[src/design/host_decode_regs.vh]
// Functional notes
// - Three-bit address selects eight byte registers, codes 111 down to 000.
// - Two chip selects each open a private register copy for four channels.
// - Serial port sees the same map and functions as the parallel port.
// - Auto-increment bit 7 advances the internal address after each internal access.
// - Access control bits 1-0 pick the channel, forming internal address bits 9-8.
// - Bit 6 broadcast flag selects how instruction bits 5-2 are read.
// - Without broadcast, bits 4-2 must match identity pins to take the access.
// - Broadcast 0000 all channels, 0001 channels 0-2, 0010 channels 1-3.
// - Broadcast 0100 and 1000 take every chip regardless of identity pins.
// - Broadcast 1100 needs identity bit 0 low, 1110 needs it high.
// - Whole-chip broadcast instructions use channel-select bits for one channel.
// - Multi-channel instructions ignore the channel-select bits.
// - With port-register access set, channel-select bits are not decoded.
// - Trigger enable register: test toggle, first-only, hop, start, four enables.
// - Power-down register: map select bit 5, sleep bits 3-0, others kept low.
// - Data registers carry a 20-bit word: nibble, middle byte, low byte.
// - Writing the low data register launches the internal write.
// - Reading the low data register launches the internal read.
// - Port-register access bit redirects the internal address to the port map.
`ifndef HOST_DECODE_REGS_VH
`define HOST_DECODE_REGS_VH
`define ADDR_DATA_LOW 3'h0
`define ADDR_DATA_MID 3'h1
`define ADDR_DATA_UPPER 3'h2
`define ADDR_POWER_DOWN 3'h3
`define ADDR_TRIG_ENABLE 3'h4
`define ADDR_SOFT_TRIG 3'h5
`define ADDR_INT_ADDR 3'h6
`define ADDR_ROUTING 3'h7
`define RT_AUTO_INC 7
`define RT_BROADCAST 6
`define RT_INSTR_HI 5
`define RT_INSTR_LO 2
`define PD_PORT_MAP 5
`define PD_WRITE_MASK 8'h2F
`define UPPER_MASK 8'h0F
`define INSTR_ALL 4'h0
`define INSTR_CH012 4'h1
`define INSTR_CH123 4'h2
`define INSTR_CHIPS_A 4'h4
`define INSTR_CHIPS_B 4'h8
`define INSTR_ID_EVEN 4'hC
`define INSTR_ID_ODD 4'hE
`define CHMASK_ALL 4'hF
`define CHMASK_012 4'h7
`define CHMASK_123 4'hE
`define ZERO_BYTE 8'h00
`endif

[src/design/routing_decode.v]
`timescale 1ns/1ns
`include "host_decode_regs.vh"
module routing_decode (
    // Routing control and pins
    input wire [7:0] routing_i,
    input wire [2:0] chip_identity_pins_i,
    input wire port_map_i,
    // Result
    output reg granted_o,
    output reg [3:0] channel_mask_o
);
    reg [3:0] instr;
    reg [3:0] one_hot;

    always @* begin
        instr = routing_i[`RT_INSTR_HI:`RT_INSTR_LO];
        one_hot = 4'h1 << routing_i[1:0];
        granted_o = 1'b0;
        channel_mask_o = one_hot;
        if (!routing_i[`RT_BROADCAST]) begin
            granted_o = (instr[2:0] == chip_identity_pins_i);
        end else begin
            case (instr)
                `INSTR_ALL: begin
                    granted_o = 1'b1;
                    channel_mask_o = `CHMASK_ALL;
                end
                `INSTR_CH012: begin
                    granted_o = 1'b1;
                    channel_mask_o = `CHMASK_012;
                end
                `INSTR_CH123: begin
                    granted_o = 1'b1;
                    channel_mask_o = `CHMASK_123;
                end
                `INSTR_CHIPS_A, `INSTR_CHIPS_B: begin
                    granted_o = 1'b1;
                end
                `INSTR_ID_EVEN: begin
                    granted_o = ~chip_identity_pins_i[0];
                end
                `INSTR_ID_ODD: begin
                    granted_o = chip_identity_pins_i[0];
                end
                default: begin
                    granted_o = 1'b0;
                end
            endcase
        end
        // Port registers are shared, so the channel bits carry no meaning
        if (port_map_i) begin
            channel_mask_o = `CHMASK_ALL;
        end
    end
endmodule // routing_decode

[src/design/host_external_register_decode.v]
`timescale 1ns/1ns
`include "host_decode_regs.vh"
module host_external_register_decode #(
    parameter DATA_W = 20
) (
    // Clock and reset
    input wire sys_clk_i,
    input wire reset_i,
    // Host port, shared by parallel and serial front ends
    input wire lower_half_select_i,
    input wire upper_half_select_i,
    input wire [2:0] addr_i,
    input wire write_i,
    input wire read_i,
    input wire [7:0] wdata_i,
    output reg [7:0] rdata_o,
    // Identity pins per half
    input wire [2:0] chip_identity_pins_lo_i,
    input wire [2:0] chip_identity_pins_hi_i,
    // Internal access port
    output reg int_write_o,
    output reg int_read_o,
    output reg int_half_o,
    output reg int_port_map_o,
    output reg [3:0] int_channel_mask_o,
    output reg [9:0] int_addr_o,
    output reg [DATA_W-1:0] int_wdata_o,
    input wire [DATA_W-1:0] int_rdata_i,
    input wire int_rdata_valid_i,
    // Control outputs, lower half then upper half
    output wire [7:0] external_trigger_enable_lo_o,
    output wire [7:0] external_trigger_enable_hi_o,
    output wire [7:0] software_trigger_control_lo_o,
    output wire [7:0] software_trigger_control_hi_o,
    output reg soft_trigger_pulse_lo_o,
    output reg soft_trigger_pulse_hi_o,
    output wire [3:0] channel_sleep_lo_o,
    output wire [3:0] channel_sleep_hi_o
);
    // One copy of the register space per chip select
    reg [7:0] routing [0:1];
    reg [7:0] int_addr_low [0:1];
    reg [7:0] trig_en [0:1];
    reg [7:0] soft_trig [0:1];
    reg [7:0] power_down [0:1];
    reg [7:0] data_upper [0:1];
    reg [7:0] data_mid [0:1];
    reg [7:0] data_low [0:1];

    wire sel_any;
    wire half;
    wire [2:0] id_pins;
    wire granted;
    wire [3:0] ch_mask;
    wire do_write;
    wire do_read;
    reg read_pending;
    reg pending_half;
    integer i;

    // Lower half wins if both selects are asserted
    assign sel_any = lower_half_select_i | upper_half_select_i;
    assign half = ~lower_half_select_i & upper_half_select_i;
    assign id_pins = half ? chip_identity_pins_hi_i : chip_identity_pins_lo_i;
    assign do_write = sel_any & write_i;
    assign do_read = sel_any & read_i & ~write_i;

    assign external_trigger_enable_lo_o = trig_en[0];
    assign external_trigger_enable_hi_o = trig_en[1];
    assign software_trigger_control_lo_o = soft_trig[0];
    assign software_trigger_control_hi_o = soft_trig[1];
    assign channel_sleep_lo_o = power_down[0][3:0];
    assign channel_sleep_hi_o = power_down[1][3:0];

    routing_decode u_routing_decode (
        .routing_i(routing[half]),
        .chip_identity_pins_i(id_pins),
        .port_map_i(power_down[half][`PD_PORT_MAP]),
        .granted_o(granted),
        .channel_mask_o(ch_mask)
    );

    // Register read mux, identical for both front ends
    function [7:0] read_mux;
        input [2:0] a;
        input h;
        begin
            case (a)
                `ADDR_ROUTING: read_mux = routing[h];
                `ADDR_INT_ADDR: read_mux = int_addr_low[h];
                `ADDR_DATA_UPPER: read_mux = data_upper[h] & `UPPER_MASK;
                `ADDR_DATA_MID: read_mux = data_mid[h];
                `ADDR_DATA_LOW: read_mux = data_low[h];
                default: read_mux = `ZERO_BYTE; // Write-only registers
            endcase
        end
    endfunction

    always @(posedge sys_clk_i or posedge reset_i) begin
        if (reset_i) begin
            for (i = 0; i < 2; i = i + 1) begin
                routing[i] <= `ZERO_BYTE;
                int_addr_low[i] <= `ZERO_BYTE;
                trig_en[i] <= `ZERO_BYTE;
                soft_trig[i] <= `ZERO_BYTE;
                power_down[i] <= `ZERO_BYTE;
                data_upper[i] <= `ZERO_BYTE;
                data_mid[i] <= `ZERO_BYTE;
                data_low[i] <= `ZERO_BYTE;
            end
            rdata_o <= `ZERO_BYTE;
            int_write_o <= 1'b0;
            int_read_o <= 1'b0;
            int_half_o <= 1'b0;
            int_port_map_o <= 1'b0;
            int_channel_mask_o <= 4'h0;
            int_addr_o <= 10'h000;
            int_wdata_o <= {DATA_W{1'b0}};
            soft_trigger_pulse_lo_o <= 1'b0;
            soft_trigger_pulse_hi_o <= 1'b0;
            read_pending <= 1'b0;
            pending_half <= 1'b0;
        end else begin
            int_write_o <= 1'b0;
            int_read_o <= 1'b0;
            soft_trigger_pulse_lo_o <= 1'b0;
            soft_trigger_pulse_hi_o <= 1'b0;
            // Refill comes first so a read launched in the same cycle keeps its pending flag
            // Broadcast readback is undefined; data is captured anyway
            if (read_pending && int_rdata_valid_i) begin
                read_pending <= 1'b0;
                data_low[pending_half] <= int_rdata_i[7:0];
                data_mid[pending_half] <= int_rdata_i[15:8];
                data_upper[pending_half] <= {4'h0, int_rdata_i[19:16]};
            end
            if (do_write) begin
                case (addr_i)
                    `ADDR_ROUTING: routing[half] <= wdata_i;
                    `ADDR_INT_ADDR: int_addr_low[half] <= wdata_i;
                    `ADDR_SOFT_TRIG: begin
                        soft_trig[half] <= wdata_i;
                        soft_trigger_pulse_lo_o <= ~half;
                        soft_trigger_pulse_hi_o <= half;
                    end
                    `ADDR_TRIG_ENABLE: trig_en[half] <= wdata_i;
                    `ADDR_POWER_DOWN: power_down[half] <= wdata_i & `PD_WRITE_MASK;
                    `ADDR_DATA_UPPER: data_upper[half] <= wdata_i & `UPPER_MASK;
                    `ADDR_DATA_MID: data_mid[half] <= wdata_i;
                    `ADDR_DATA_LOW: begin
                        data_low[half] <= wdata_i;
                        // Launch write of the assembled word
                        int_write_o <= granted;
                        int_half_o <= half;
                        int_port_map_o <= power_down[half][`PD_PORT_MAP];
                        int_channel_mask_o <= ch_mask;
                        int_addr_o <= {routing[half][1:0], int_addr_low[half]};
                        int_wdata_o <= {data_upper[half][3:0], data_mid[half],
                            wdata_i};
                        if (granted && routing[half][`RT_AUTO_INC]) begin
                            // Plain 8-bit add wraps, channel bits untouched
                            int_addr_low[half] <= int_addr_low[half] + 8'h01;
                        end
                    end
                    default: begin
                    end
                endcase
            end else if (do_read) begin
                rdata_o <= read_mux(addr_i, half);
                if (addr_i == `ADDR_DATA_LOW) begin
                    // Launch internal read; returned word refills data registers
                    int_read_o <= granted;
                    read_pending <= granted;
                    pending_half <= half;
                    int_half_o <= half;
                    int_port_map_o <= power_down[half][`PD_PORT_MAP];
                    int_channel_mask_o <= ch_mask;
                    int_addr_o <= {routing[half][1:0], int_addr_low[half]};
                    if (granted && routing[half][`RT_AUTO_INC]) begin
                        int_addr_low[half] <= int_addr_low[half] + 8'h01;
                    end
                end
            end
        end
    end
endmodule // host_external_register_decode

[config.mk]
export PLATFORM = sky130hd
export DESIGN_NAME = host_external_register_decode
export DESIGN_NICKNAME = d
export VERILOG_FILES = /design/src/design/routing_decode.v /design/src/design/host_external_register_decode.v
export VERILOG_INCLUDE_DIRS = /design/src /design/src/design
export SDC_FILE = /design/constraint.sdc
export NUM_CORES = 1
export LEC_CHECK = 0
export BUFFER_PORTS_ARGS = -buffer_cell sky130_fd_sc_hd__buf_4
export CORE_ASPECT_RATIO = 0.6
export CORE_MARGIN = 2
export CORE_UTILIZATION = 61
export DETAILED_ROUTE_END_ITERATION = 16
export PLACE_DENSITY = 0.85
export RECOVER_POWER = 50
export SLEW_MARGIN = 20
export SYNTH_ARGS = -nofsm -noshare
export SYNTH_HDL_FRONTEND = slang
export SYNTH_SLANG_ARGS = --single-unit
[constraint.sdc]
create_clock -name sys_clk_i -period 11.5 [get_ports sys_clk_i]
set_input_delay 0.575 -clock sys_clk_i [delete_from_list [all_inputs] [get_ports sys_clk_i]]
set_output_delay 0.575 -clock sys_clk_i [all_outputs]
set_load 0.01 [all_outputs]
# Yosys cells after proc, flatten, opt, wreduce, memory -nomap -nowiden
# Index checks and enable logic that the tools add are counted.
[classes]
addsub = 1
order_cmp = 4
n_eq_ne = 14
n_shift = 1
mux = 79
bitwise = 12
reduce_logical = 18
[op_table]
columns = ["cell", "n"]
rows = [
  ["$mux W16", 13],
  ["$bwmux W16", 12],
  ["$mux W8", 14],
  ["$pmux W8 S5", 1],
  ["$mux W4", 8],
  ["$pmux W16 S2", 1],
  ["$mux W10", 3],
  ["$mux W1", 19],
  ["$mux W6", 3],
  ["$demux W8 S1", 2],
  ["$eq A3 B3 Y1 const B", 4],
  ["$eq A4 B4 Y1 const B", 3],
  ["$pmux W4 S3", 1],
  ["$reduce_and A2 Y1", 6],
  ["$add A8 B1 Y8 const B", 1],
  ["$eq A3 B2 Y1 const B", 2],
  ["$reduce_and A3 Y1", 2],
  ["$reduce_bool A2 Y1", 3],
  ["$not A1 Y1", 5],
  ["$reduce_or A5 Y1", 1],
  ["$and A1 B1 Y1", 4],
  ["$eq A4 B1 Y1 const B", 1],
  ["$eq A4 B2 Y1 const B", 1],
  ["$eq A4 B3 Y1 const B", 1],
  ["12 further kinds", 18],
]
[word_totals]
register_bits = 178
inputBits = 44
output_inout_bits = 88
word_cells = 157

# Logic depth before layout (Yosys ltp)
# Gate-level depths: netlist of the first run.
[depth]
word_depth = 15
depth_mapped = 11
depth_no_buf = 9

# Cells and area by module
# Synthesis of the first run repeated with hierarchy kept, for this count alone.
[unflattened]
cells_unflattened = 763
area_unflattened_um2 = 8146.6
[modules_own_cells]
columns = ["module", "instances", "cells_each", "area_per_inst_um2", "seq_area_each_um2"]
rows = [
  ["host_external_register_decode", 1, 740, 7983.9, 4103.9],
  ["routing_decode", 1, 23, 162.7, 0.0],
]

# Worst setup path before layout of the first run
# OpenSTA, ideal clock, no wires.
[synth_path]
path_kind = "input to register"
startpoint = "input lower_half_select_i"
endpoint = "register int_addr_low[10] (netlist name)"
setup_time_ns = 0.123
arrival_ns = 2.081
required_ns = 11.377
slack_ns = 9.296
path_stages = 8
path_buffers = 1
cell_sequence = "nand2b_1 > buf_6 > mux2_4 > or3_4 > nor2b_4 > nand2_4 > a21oi_2 > o221a_1"
[synth_via]
elab_chain_len = 15
word_cells_on_any_way = 43
cone_classes = "add/sub: 1; order compare: 2; eq/ne: 7; mux: 18; bitwise: 8; reduce/logical: 7"
[synth_lines]
columns = ["element", "line", "rtl"]
rows = [
  ["start: declaration", "host_external_register_decode.v:10", "input wire lower_half_select_i,"],
  ["$not A1 Y1", "host_external_register_decode.v:63", "assign half = ~lower_half_select_i & upper_half_select_i;"],
  ["$and A1 B1 Y1", "host_external_register_decode.v:63", ""],
  ["$not A1 Y2 (implied by the code)", "-", ""],
  ["$mux W8 (implied by the code) (3 in a row)", "host_external_register_decode.v:159, host_external_register_decode.v:178", ""],
  ["$eq A4 B1 Y1 (tied with other cells)", "routing_decode.v:23", "case (instr)"],
  ["$reduce_or A5 Y1 (no line)", "-", ""],
  ["$pmux W1 S3", "routing_decode.v:23", ""],
  ["$mux W1", "routing_decode.v:20", "if (!routing_i[`RT_BROADCAST]) begin"],
  ["$logic_and A1 B1 Y1", "host_external_register_decode.v:159, host_external_register_decode.v:178", ""],
  ["$mux W16", "host_external_register_decode.v:159, host_external_register_decode.v:178", ""],
  ["$mux W16", "host_external_register_decode.v:137, host_external_register_decode.v:169", ""],
  ["$mux W16", "host_external_register_decode.v:167", "end else if (do_read) begin"],
  ["$mux W16", "host_external_register_decode.v:136", "if (do_write) begin"],
  ["end signal: indexed assignment", "host_external_register_decode.v:139", "`ADDR_INT_ADDR: int_addr_low[half] <= wdata_i;"],
  ["end signal: indexed assignment", "host_external_register_decode.v:161", "int_addr_low[half] <= int_addr_low[half] + 8'h01;"],
  ["end signal: indexed assignment", "host_external_register_decode.v:179", "int_addr_low[half] <= int_addr_low[half] + 8'h01;"],
  ["end: declaration", "host_external_register_decode.v:42", "reg [7:0] int_addr_low [0:1];"],
]
# Several ways; a longest one is shown, not always the timed one. The select of a mux whose other input is x is not followed.
# A chain may end at the register's enable or synchronous reset.

# Final worst setup path of the first run
[layout_path]
startpoint = "input addr_i[1]"
endpoint = "register data_low[12] (netlist name)"
[layout_via]
elab_chain_len = 3
[layout_lines]
columns = ["element", "line", "rtl"]
rows = [
  ["start: declaration", "host_external_register_decode.v:12", "input wire [2:0] addr_i,"],
  ["$logic_not A3 Y1", "host_external_register_decode.v:137", "case (addr_i)"],
  ["$mux W16", "host_external_register_decode.v:137", ""],
  ["$mux W16", "host_external_register_decode.v:136", ""],
  ["end signal: indexed assignment", "host_external_register_decode.v:109", "data_low[i] <= `ZERO_BYTE;"],
  ["end signal: indexed assignment", "host_external_register_decode.v:132", "data_low[pending_half] <= int_rdata_i[7:0];"],
  ["end signal: indexed assignment", "host_external_register_decode.v:150", "data_low[half] <= wdata_i;"],
  ["end: declaration", "host_external_register_decode.v:48", "reg [7:0] data_low [0:1];"],
]
# No other way between the ends.

==> results of run 1 <==
-- cells in the mapped netlist (10+ instances only) --
library cell	instances	area (um2)
dfrtp_1	164	4100
a31oi_1	15	93.8
mux2_2	68	766
clkbuf_1	27	101
a21oi_1	42	210
nand3_1	22	110
buf_4	11	82.6
o22ai_1	10	62.6
o21ai_0	49	245
nand2_1	107	402
mux2i_1	64	641
nor2_1	84	315
buf_2	12	60.1
-- cell families (layout without fill, tap and decap cells) --
family	count (synthesis)	count (layout)	share of synthesized area (%)
AO/OA/AOI/OAI	162	162	12.3
XOR/XNOR	9	9	0.968
adder cells (fa/ha/maj)	1	1	0.154
buffers and inverters	59	176	3.50
flip-flops	164	164	50.4
multiplexers	133	133	17.4
AND/OR/NAND/NOR	270	270	15.2
-- per-layer routing --
metal / up-vias / wire (um) / GRT usage [%]
li1: 3043 / - / -
met1: 3420 / 10900 / 54.5
met2: 466 / 10400 / 51.7
met3: 75 / 3320 / 11.1
met4: 0 / 717 / 10.7
met5: - / 0 / 0
-- layout by cell type, fill, tap and decap left out, drive strengths merged, types with 2 or more instances in the layout --
| cell | instances |
|---|---|
| o211ai | 5 |
| o221a | 3 |
| a211oi | 3 |
| a21o | 2 |
| nand2 | 110 |
| inv | 11 |
| a21oi | 44 |
| clkbuf | 109 |
| nand4 | 7 |
| a41oi | 3 |
| o311ai | 2 |
| and2 | 2 |
| nand3b | 5 |
| o22ai | 10 |
| nand2b | 3 |
| and3 | 6 |
| xor2 | 6 |
| o31ai | 2 |
| clkinv | 8 |
| xnor2 | 3 |
| o21ai | 51 |
| a222oi | 2 |
| nor2 | 86 |
| dfrtp | 164 |
| nor4 | 3 |
| mux2i | 64 |
| nor4b | 2 |
| mux2 | 69 |
| or3 | 2 |
| a22oi | 2 |
| nor3 | 6 |
| a22o | 5 |
| a31oi | 15 |
| or2 | 5 |
| o22a | 2 |
| nand3 | 22 |
| nor2b | 6 |
| a221oi | 3 |
| nand4b | 2 |
| buf | 46 |
-- cell type report --
class	count	area, um2	share of cell area, %
clock buffers	17	425	4.51
clock inverters	15	208	2.20
inverters	6	23.8	0.252
multi-input cells	575	3760	39.9
flip-flops and latches	164	4100	43.5
well taps	170	213	2.25
repair buffers	138	694	7.36
-- critical path, cell delays in order --
cell	delay, ns
clkbuf_1	0.26
inv_1	0.27
nand2_1	0.31
nor2_2	0.18
clkbuf_1	1.23
nand2_1	0.75
nor2_1	0.27
a21oi_1	0.08
-- power groups by stage --
stage               logic [mW]  clock network [mW]  registers (mW)
floorplan                0.242                   0           0.818
global placement         0.444                   0           0.809
detailed placement       0.457                   0           0.818
CTS                      0.462               0.603           0.811
global route             0.446               0.628           0.828
finish                   0.409               0.598           0.815
-- path summary, 6_finish.rpt --
| path | startpoint | end | slack, ns | cells after the start |
|---|---|---|---|---|
| max in group asynchronous | reset_i | int_addr_o[5]$_DFFE_PP0P_ | 7.99 | 3 |
| min in group asynchronous | reset_i | external_trigger_enable_hi_o[4]$_DFFE_PP0P_ | 1.27 | 2 |
| hold / removal | int_rdata_i[8] | data_mid[0]$_DFF_PP0_ | 0.44 | 3 |
| setup reg to reg | routing[4]$_DFFE_PP0P_ | int_addr_low[6]$_DFFE_PP0P_ | 8.98 | 7 |
| setup / recovery | addr_i[1] | data_low[12]$_DFF_PP0_ | 7.84 | 8 |
| hold reg to reg | int_addr_o[6]$_DFFE_PP0P_ | int_addr_o[6]$_DFFE_PP0P_ | 0.49 | 2 |
-- state kept, by name, indices dropped and copies added, names as in the netlist, 10 cells and up --
| signal | count |
|---|---|
| int_wdata_o | 20 |
| int_addr_low | 16 |
| routing | 16 |
| data_mid | 16 |
| data_low | 16 |
| int_addr_o | 10 |
==> results_dict.tcl, run 1 <==
set metrics [dict create \
    start_util_pct 63.0 \
    fmax_mhz 273 \
    worst_slack_ns 7.84 \
    core_um2 12900 \
    setup_viol 0 \
    combPwrFrac_pct 22.5 \
    slew_headroom_pct -156 \
    hold_path.class "primary input to flip-flop" \
    portBuffers 131 \
    diodes 0 \
    drc 0 \
    clk_pin_slew_ns 0.07 \
    tns_ns 0 \
    overflow 0 \
    dpl.cell_count 1053 \
    p_clk_share_pct 32.8 \
    post-route-util_pct 72.9 \
    die_area_um2 14300 \
    ioPinCount 132 \
    syn-cell-area_um2 8150 \
    cp_data_arrival_time_ns 3.94 \
    dr.pass1.iters 7 \
    grt_first_pass_wirelength_mm 39.8 \
    dieHeight_um 93.5 \
    violations "capacitance limit, slew limit" \
    nets 947 \
    grt_util_all_layers_pct 36.6 \
    clockBufferDepth 2 \
    num_vias 7004 \
    cts_setup_buffers 0 \
    p_total_mw 1.82 \
    dp_hpwl_mm 17.2 \
    placed_area_um2 9150 \
    clock_latency_ns 0.43 \
    seqPwrFrac_pct 44.7 \
    synth_seq_area_share_pct 50.4 \
    ys_ff_latch 164 \
    grt_pass1_vias 6805 \
    syn-num-nets 843 \
    grt_max_degree 88 \
    timing.final.hold_violations 0 \
    min_period_ns 3.66 \
    drt_iter0_markers 673 \
    yosysWarningCount 0 \
    fin_cells 1085 \
    tightest_slew_ns 3.81 \
    layout-drive-gt1-share_pct 18.7 \
    pre_cts_slack_ns 8.17 \
    htree_levels 4 \
    peakVddDrop_v 0.000111 \
    final_max_slew_viol_count 122 \
    routedWlPerCell_um 23.3 \
    critical_path_class "primary input to flip-flop" \
    cp_max_fo 33 \
    post_cts_resized 0 \
    rsz0062_at_grt "false" \
    cts-root-buf "clkbuf_16" \
    postSynthCellCount 798 \
    wirelength_mm 25.3 \
    fillers 951 \
    die_x_um 153 \
    ctsHoldBuffers 0 \
    skew_ns 0.0129 \
    fin_area_um2 9430 \
    swShare_pct 34.5 \
    startpoint_type "primary input" \
    status "complete, but fails checks" \
    fin_hold_ws_ns 0.442 \
    vias_per_cell 6.46 \
    ys_async_sr_fraction_pct 100 \
    p_leak_nw 4.32 \
    cap_violations 2 \
    synth_ff_type "dfrtp_1" \
    placement_rows 32 \
    synth_edf_count 0 \
    worstPathRequired_ns 11.78 \
    cts_tree "yes" \
    intPower_mw 1.19 \
    end_kind "flip-flop" \
    ant_nets 0 \
    avgSynthCellArea_um2 10.2 \
    power_density_nw_per_um2 193 \
    p_sw_uw 628 \
    ys_types 66 \
    area_growth_pct 15.8 \
    finalCritPeriodShare_pct 31.8 \
    antenna_found_initial 0 \
    cts_buffers 17 \
    gp_congestion 1.02 \
    cts.sink_count 164 \
]
No activity file was read; power rests on OpenSTA's default activity.
==> run 2, diff against run 1 <==
CORE_UTILIZATION = 57   (was 61)
PLACE_DENSITY = 0.8   (was 0.85)
clock period = 3.4 ns   (was 11.5 ns; I/O delays follow)
==> run 2 against run 1 <==
  * The run still ends with capacitance limit, slew limit left
  * Worst setup slack lost 7.0 ns
  * Register-to-register slack lost 8.1 ns
  * First-iteration DRC count up 5.5%
  * Critical path type unchanged
  * Critical endpoint is now int_addr_low[12]$_DFFE_PP0P_
  * Largest power group unchanged
==> results_dict.tcl, run 2 (synthesis gave the netlist of run 1 again) <==
set metrics [dict create \
    grt_pass1_vias 6860 \
    die_area_um2 15300 \
    grt_max_degree 67 \
    routedWlPerCell_um 23.1 \
    fin_area_um2 9500 \
    die_x_um 158 \
    pre_cts_slack_ns 0.849 \
    final_common_cell "dfrtp_1" \
    peakVddDrop_v 0.000401 \
    diodes 0 \
    clockBufferDepth 2 \
    worstRegToRegCells 7 \
    gp_congestion 1.01 \
    startpoint_type "primary input" \
    layout-drive-gt1-share_pct 19.6 \
    worstPathCellList "clkbuf_1 -> nand2_2 -> o21ba_2 -> or4_1 -> nor2_2 -> nand2_1 -> nor2_1 -> a221o_1" \
    regMostFlops "int_wdata_o" \
    start_util_pct 59.1 \
    cap_violations 1 \
    status "complete, but fails checks" \
    ant_nets 0 \
    critical_path_class "primary input to flip-flop" \
    dr.pass1.iters 8 \
    drt_iter0_markers 710 \
    tightest_slew_ns 1.77 \
    clk_pin_slew_ns 0.07 \
    core_um2 13800 \
    cts.sink_count 164 \
    post-route-util_pct 68.9 \
    setup_viol 0 \
    rsz0062_at_grt "false" \
    regArea_um2 4100 \
    cp_max_fo 13 \
    worstPathRequired_ns 3.76 \
    final_max_slew_viol_count 27 \
    num_vias 7066 \
    dp_hpwl_mm 18.3 \
    hold_path.class "primary input to flip-flop" \
    worst_slack_ns 0.883 \
    power_density_nw_per_um2 638 \
    htree_levels 4 \
    cts_buffers 17 \
    final_cell_mix "164 x dfrtp_1, 107 x nand2_1, 90 x clkbuf_1, 83 x nor2_1, 68 x mux2_2" \
    drc 0 \
    portBuffers 131 \
    multi_input_area_um2 3770 \
    nets 956 \
    placement_rows 33 \
    wirelength_mm 25.8 \
    cts_tree "yes" \
    fin_hold_ws_ns 0.0427 \
    antenna_found_initial 1 \
    ctsHoldBuffers 0 \
    end_kind "flip-flop" \
    min_period_ns 2.52 \
    cp_num_cells 8 \
    min_delay_path_depth 3 \
    area_growth_pct 16.6 \
    cts_setup_buffers 0 \
    clock_latency_ns 0.44 \
    worst-path-buf-inv 1 \
    fmax_mhz 397 \
    crit_slowest_cell "or4_1" \
    cp_data_arrival_time_ns 2.88 \
    critPathMaxStageDelay_ns 0.68 \
    slew_headroom_pct -18.0 \
    vias_per_cell 6.33 \
    cts-root-buf "clkbuf_16" \
    post_cts_resized 0 \
    tns_ns 0 \
    p_leak_nw 4.35 \
    overflow 0 \
    skew_ns 0.0102 \
    fillers 1162 \
    ioPinCount 132 \
    largest_register_ffs 20 \
    dieHeight_um 96.6 \
    finalCritPeriodShare_pct 74.0 \
    cp_top_family "simple AND/OR/NAND/NOR gates" \
    timing.final.hold_violations 0 \
    placed_area_um2 9250 \
    grt_first_pass_wirelength_mm 40.1 \
    grt_util_all_layers_pct 34.9 \
    violations "capacitance limit, slew limit" \
]
[run 2: changes by cell type in the layout (fill, tap and decap cells not counted), sizes merged]
cell | before | now
buf | 46 | 54
clkinv | 8 | 5
inv | 11 | 14
bufinv | 1 | 0
clkinvlp | 1 | 2
dlygate4sd3 | 0 | 1
[run 2: worst register-to-register path: cells and delay by family (launching register included)]
family	cells	cell delay (ns)
compound gates	4	0.94
simple gates	2	0.78
xor+xnor	1	0.21
flops	1	0.48
[run 2: path summary, 6_finish.rpt]
kind                       slack [ns]                      start                            to
setup / recovery                 0.88                  addr_i[1]  int_addr_low[12]$_DFFE_PP0P_
hold / removal                   0.04            int_rdata_i[11]         data_mid[3]$_DFF_PP0_
setup reg to reg                 0.92     routing[4]$_DFFE_PP0P_   int_addr_low[6]$_DFFE_PP0P_
hold reg to reg                  0.48  int_addr_o[6]$_DFFE_PP0P_     int_addr_o[6]$_DFFE_PP0P_
max in group asynchronous        0.91                    reset_i       data_upper[8]$_DFF_PP0_
min in group asynchronous        0.37                    reset_i        data_mid[15]$_DFF_PP0_
[run 2: report_power, final]
part / internal (mW) / switching (mW)
Clock: 0.985 / 0.938
Combinational: 0.581 / 0.809
Sequential: 2.39 / 0.351
[run 2: through the flow]
stage               cells  power [mW]
floorplan             798        3.58
global placement     1082        4.26
detailed placement   1082        4.34
CTS                  1114        6.24
global route         1116        6.33
finish               1116        6.06
[run 2: metal layers]
layer / vias up / share of wire, % / track usage (%)
met2: 481 / 41 / 48.7
li1: 3058 / - / -
met5: - / 0 / 0
met3: 48 / 12 / 10.4
met1: 3479 / 45 / 52.8
met4: 0 / 2.4 / 9.84
[run 2: layout make-up]
cell class / count / share of cell area, %
sequential: 164 / 43.2
tap: 192 / 2.53
multi-input combinational: 575 / 39.7
clock inverter: 15 / 1.67
clock buffer: 17 / 4.48
inverter: 6 / 0.250
timing repair buffer: 147 / 8.19
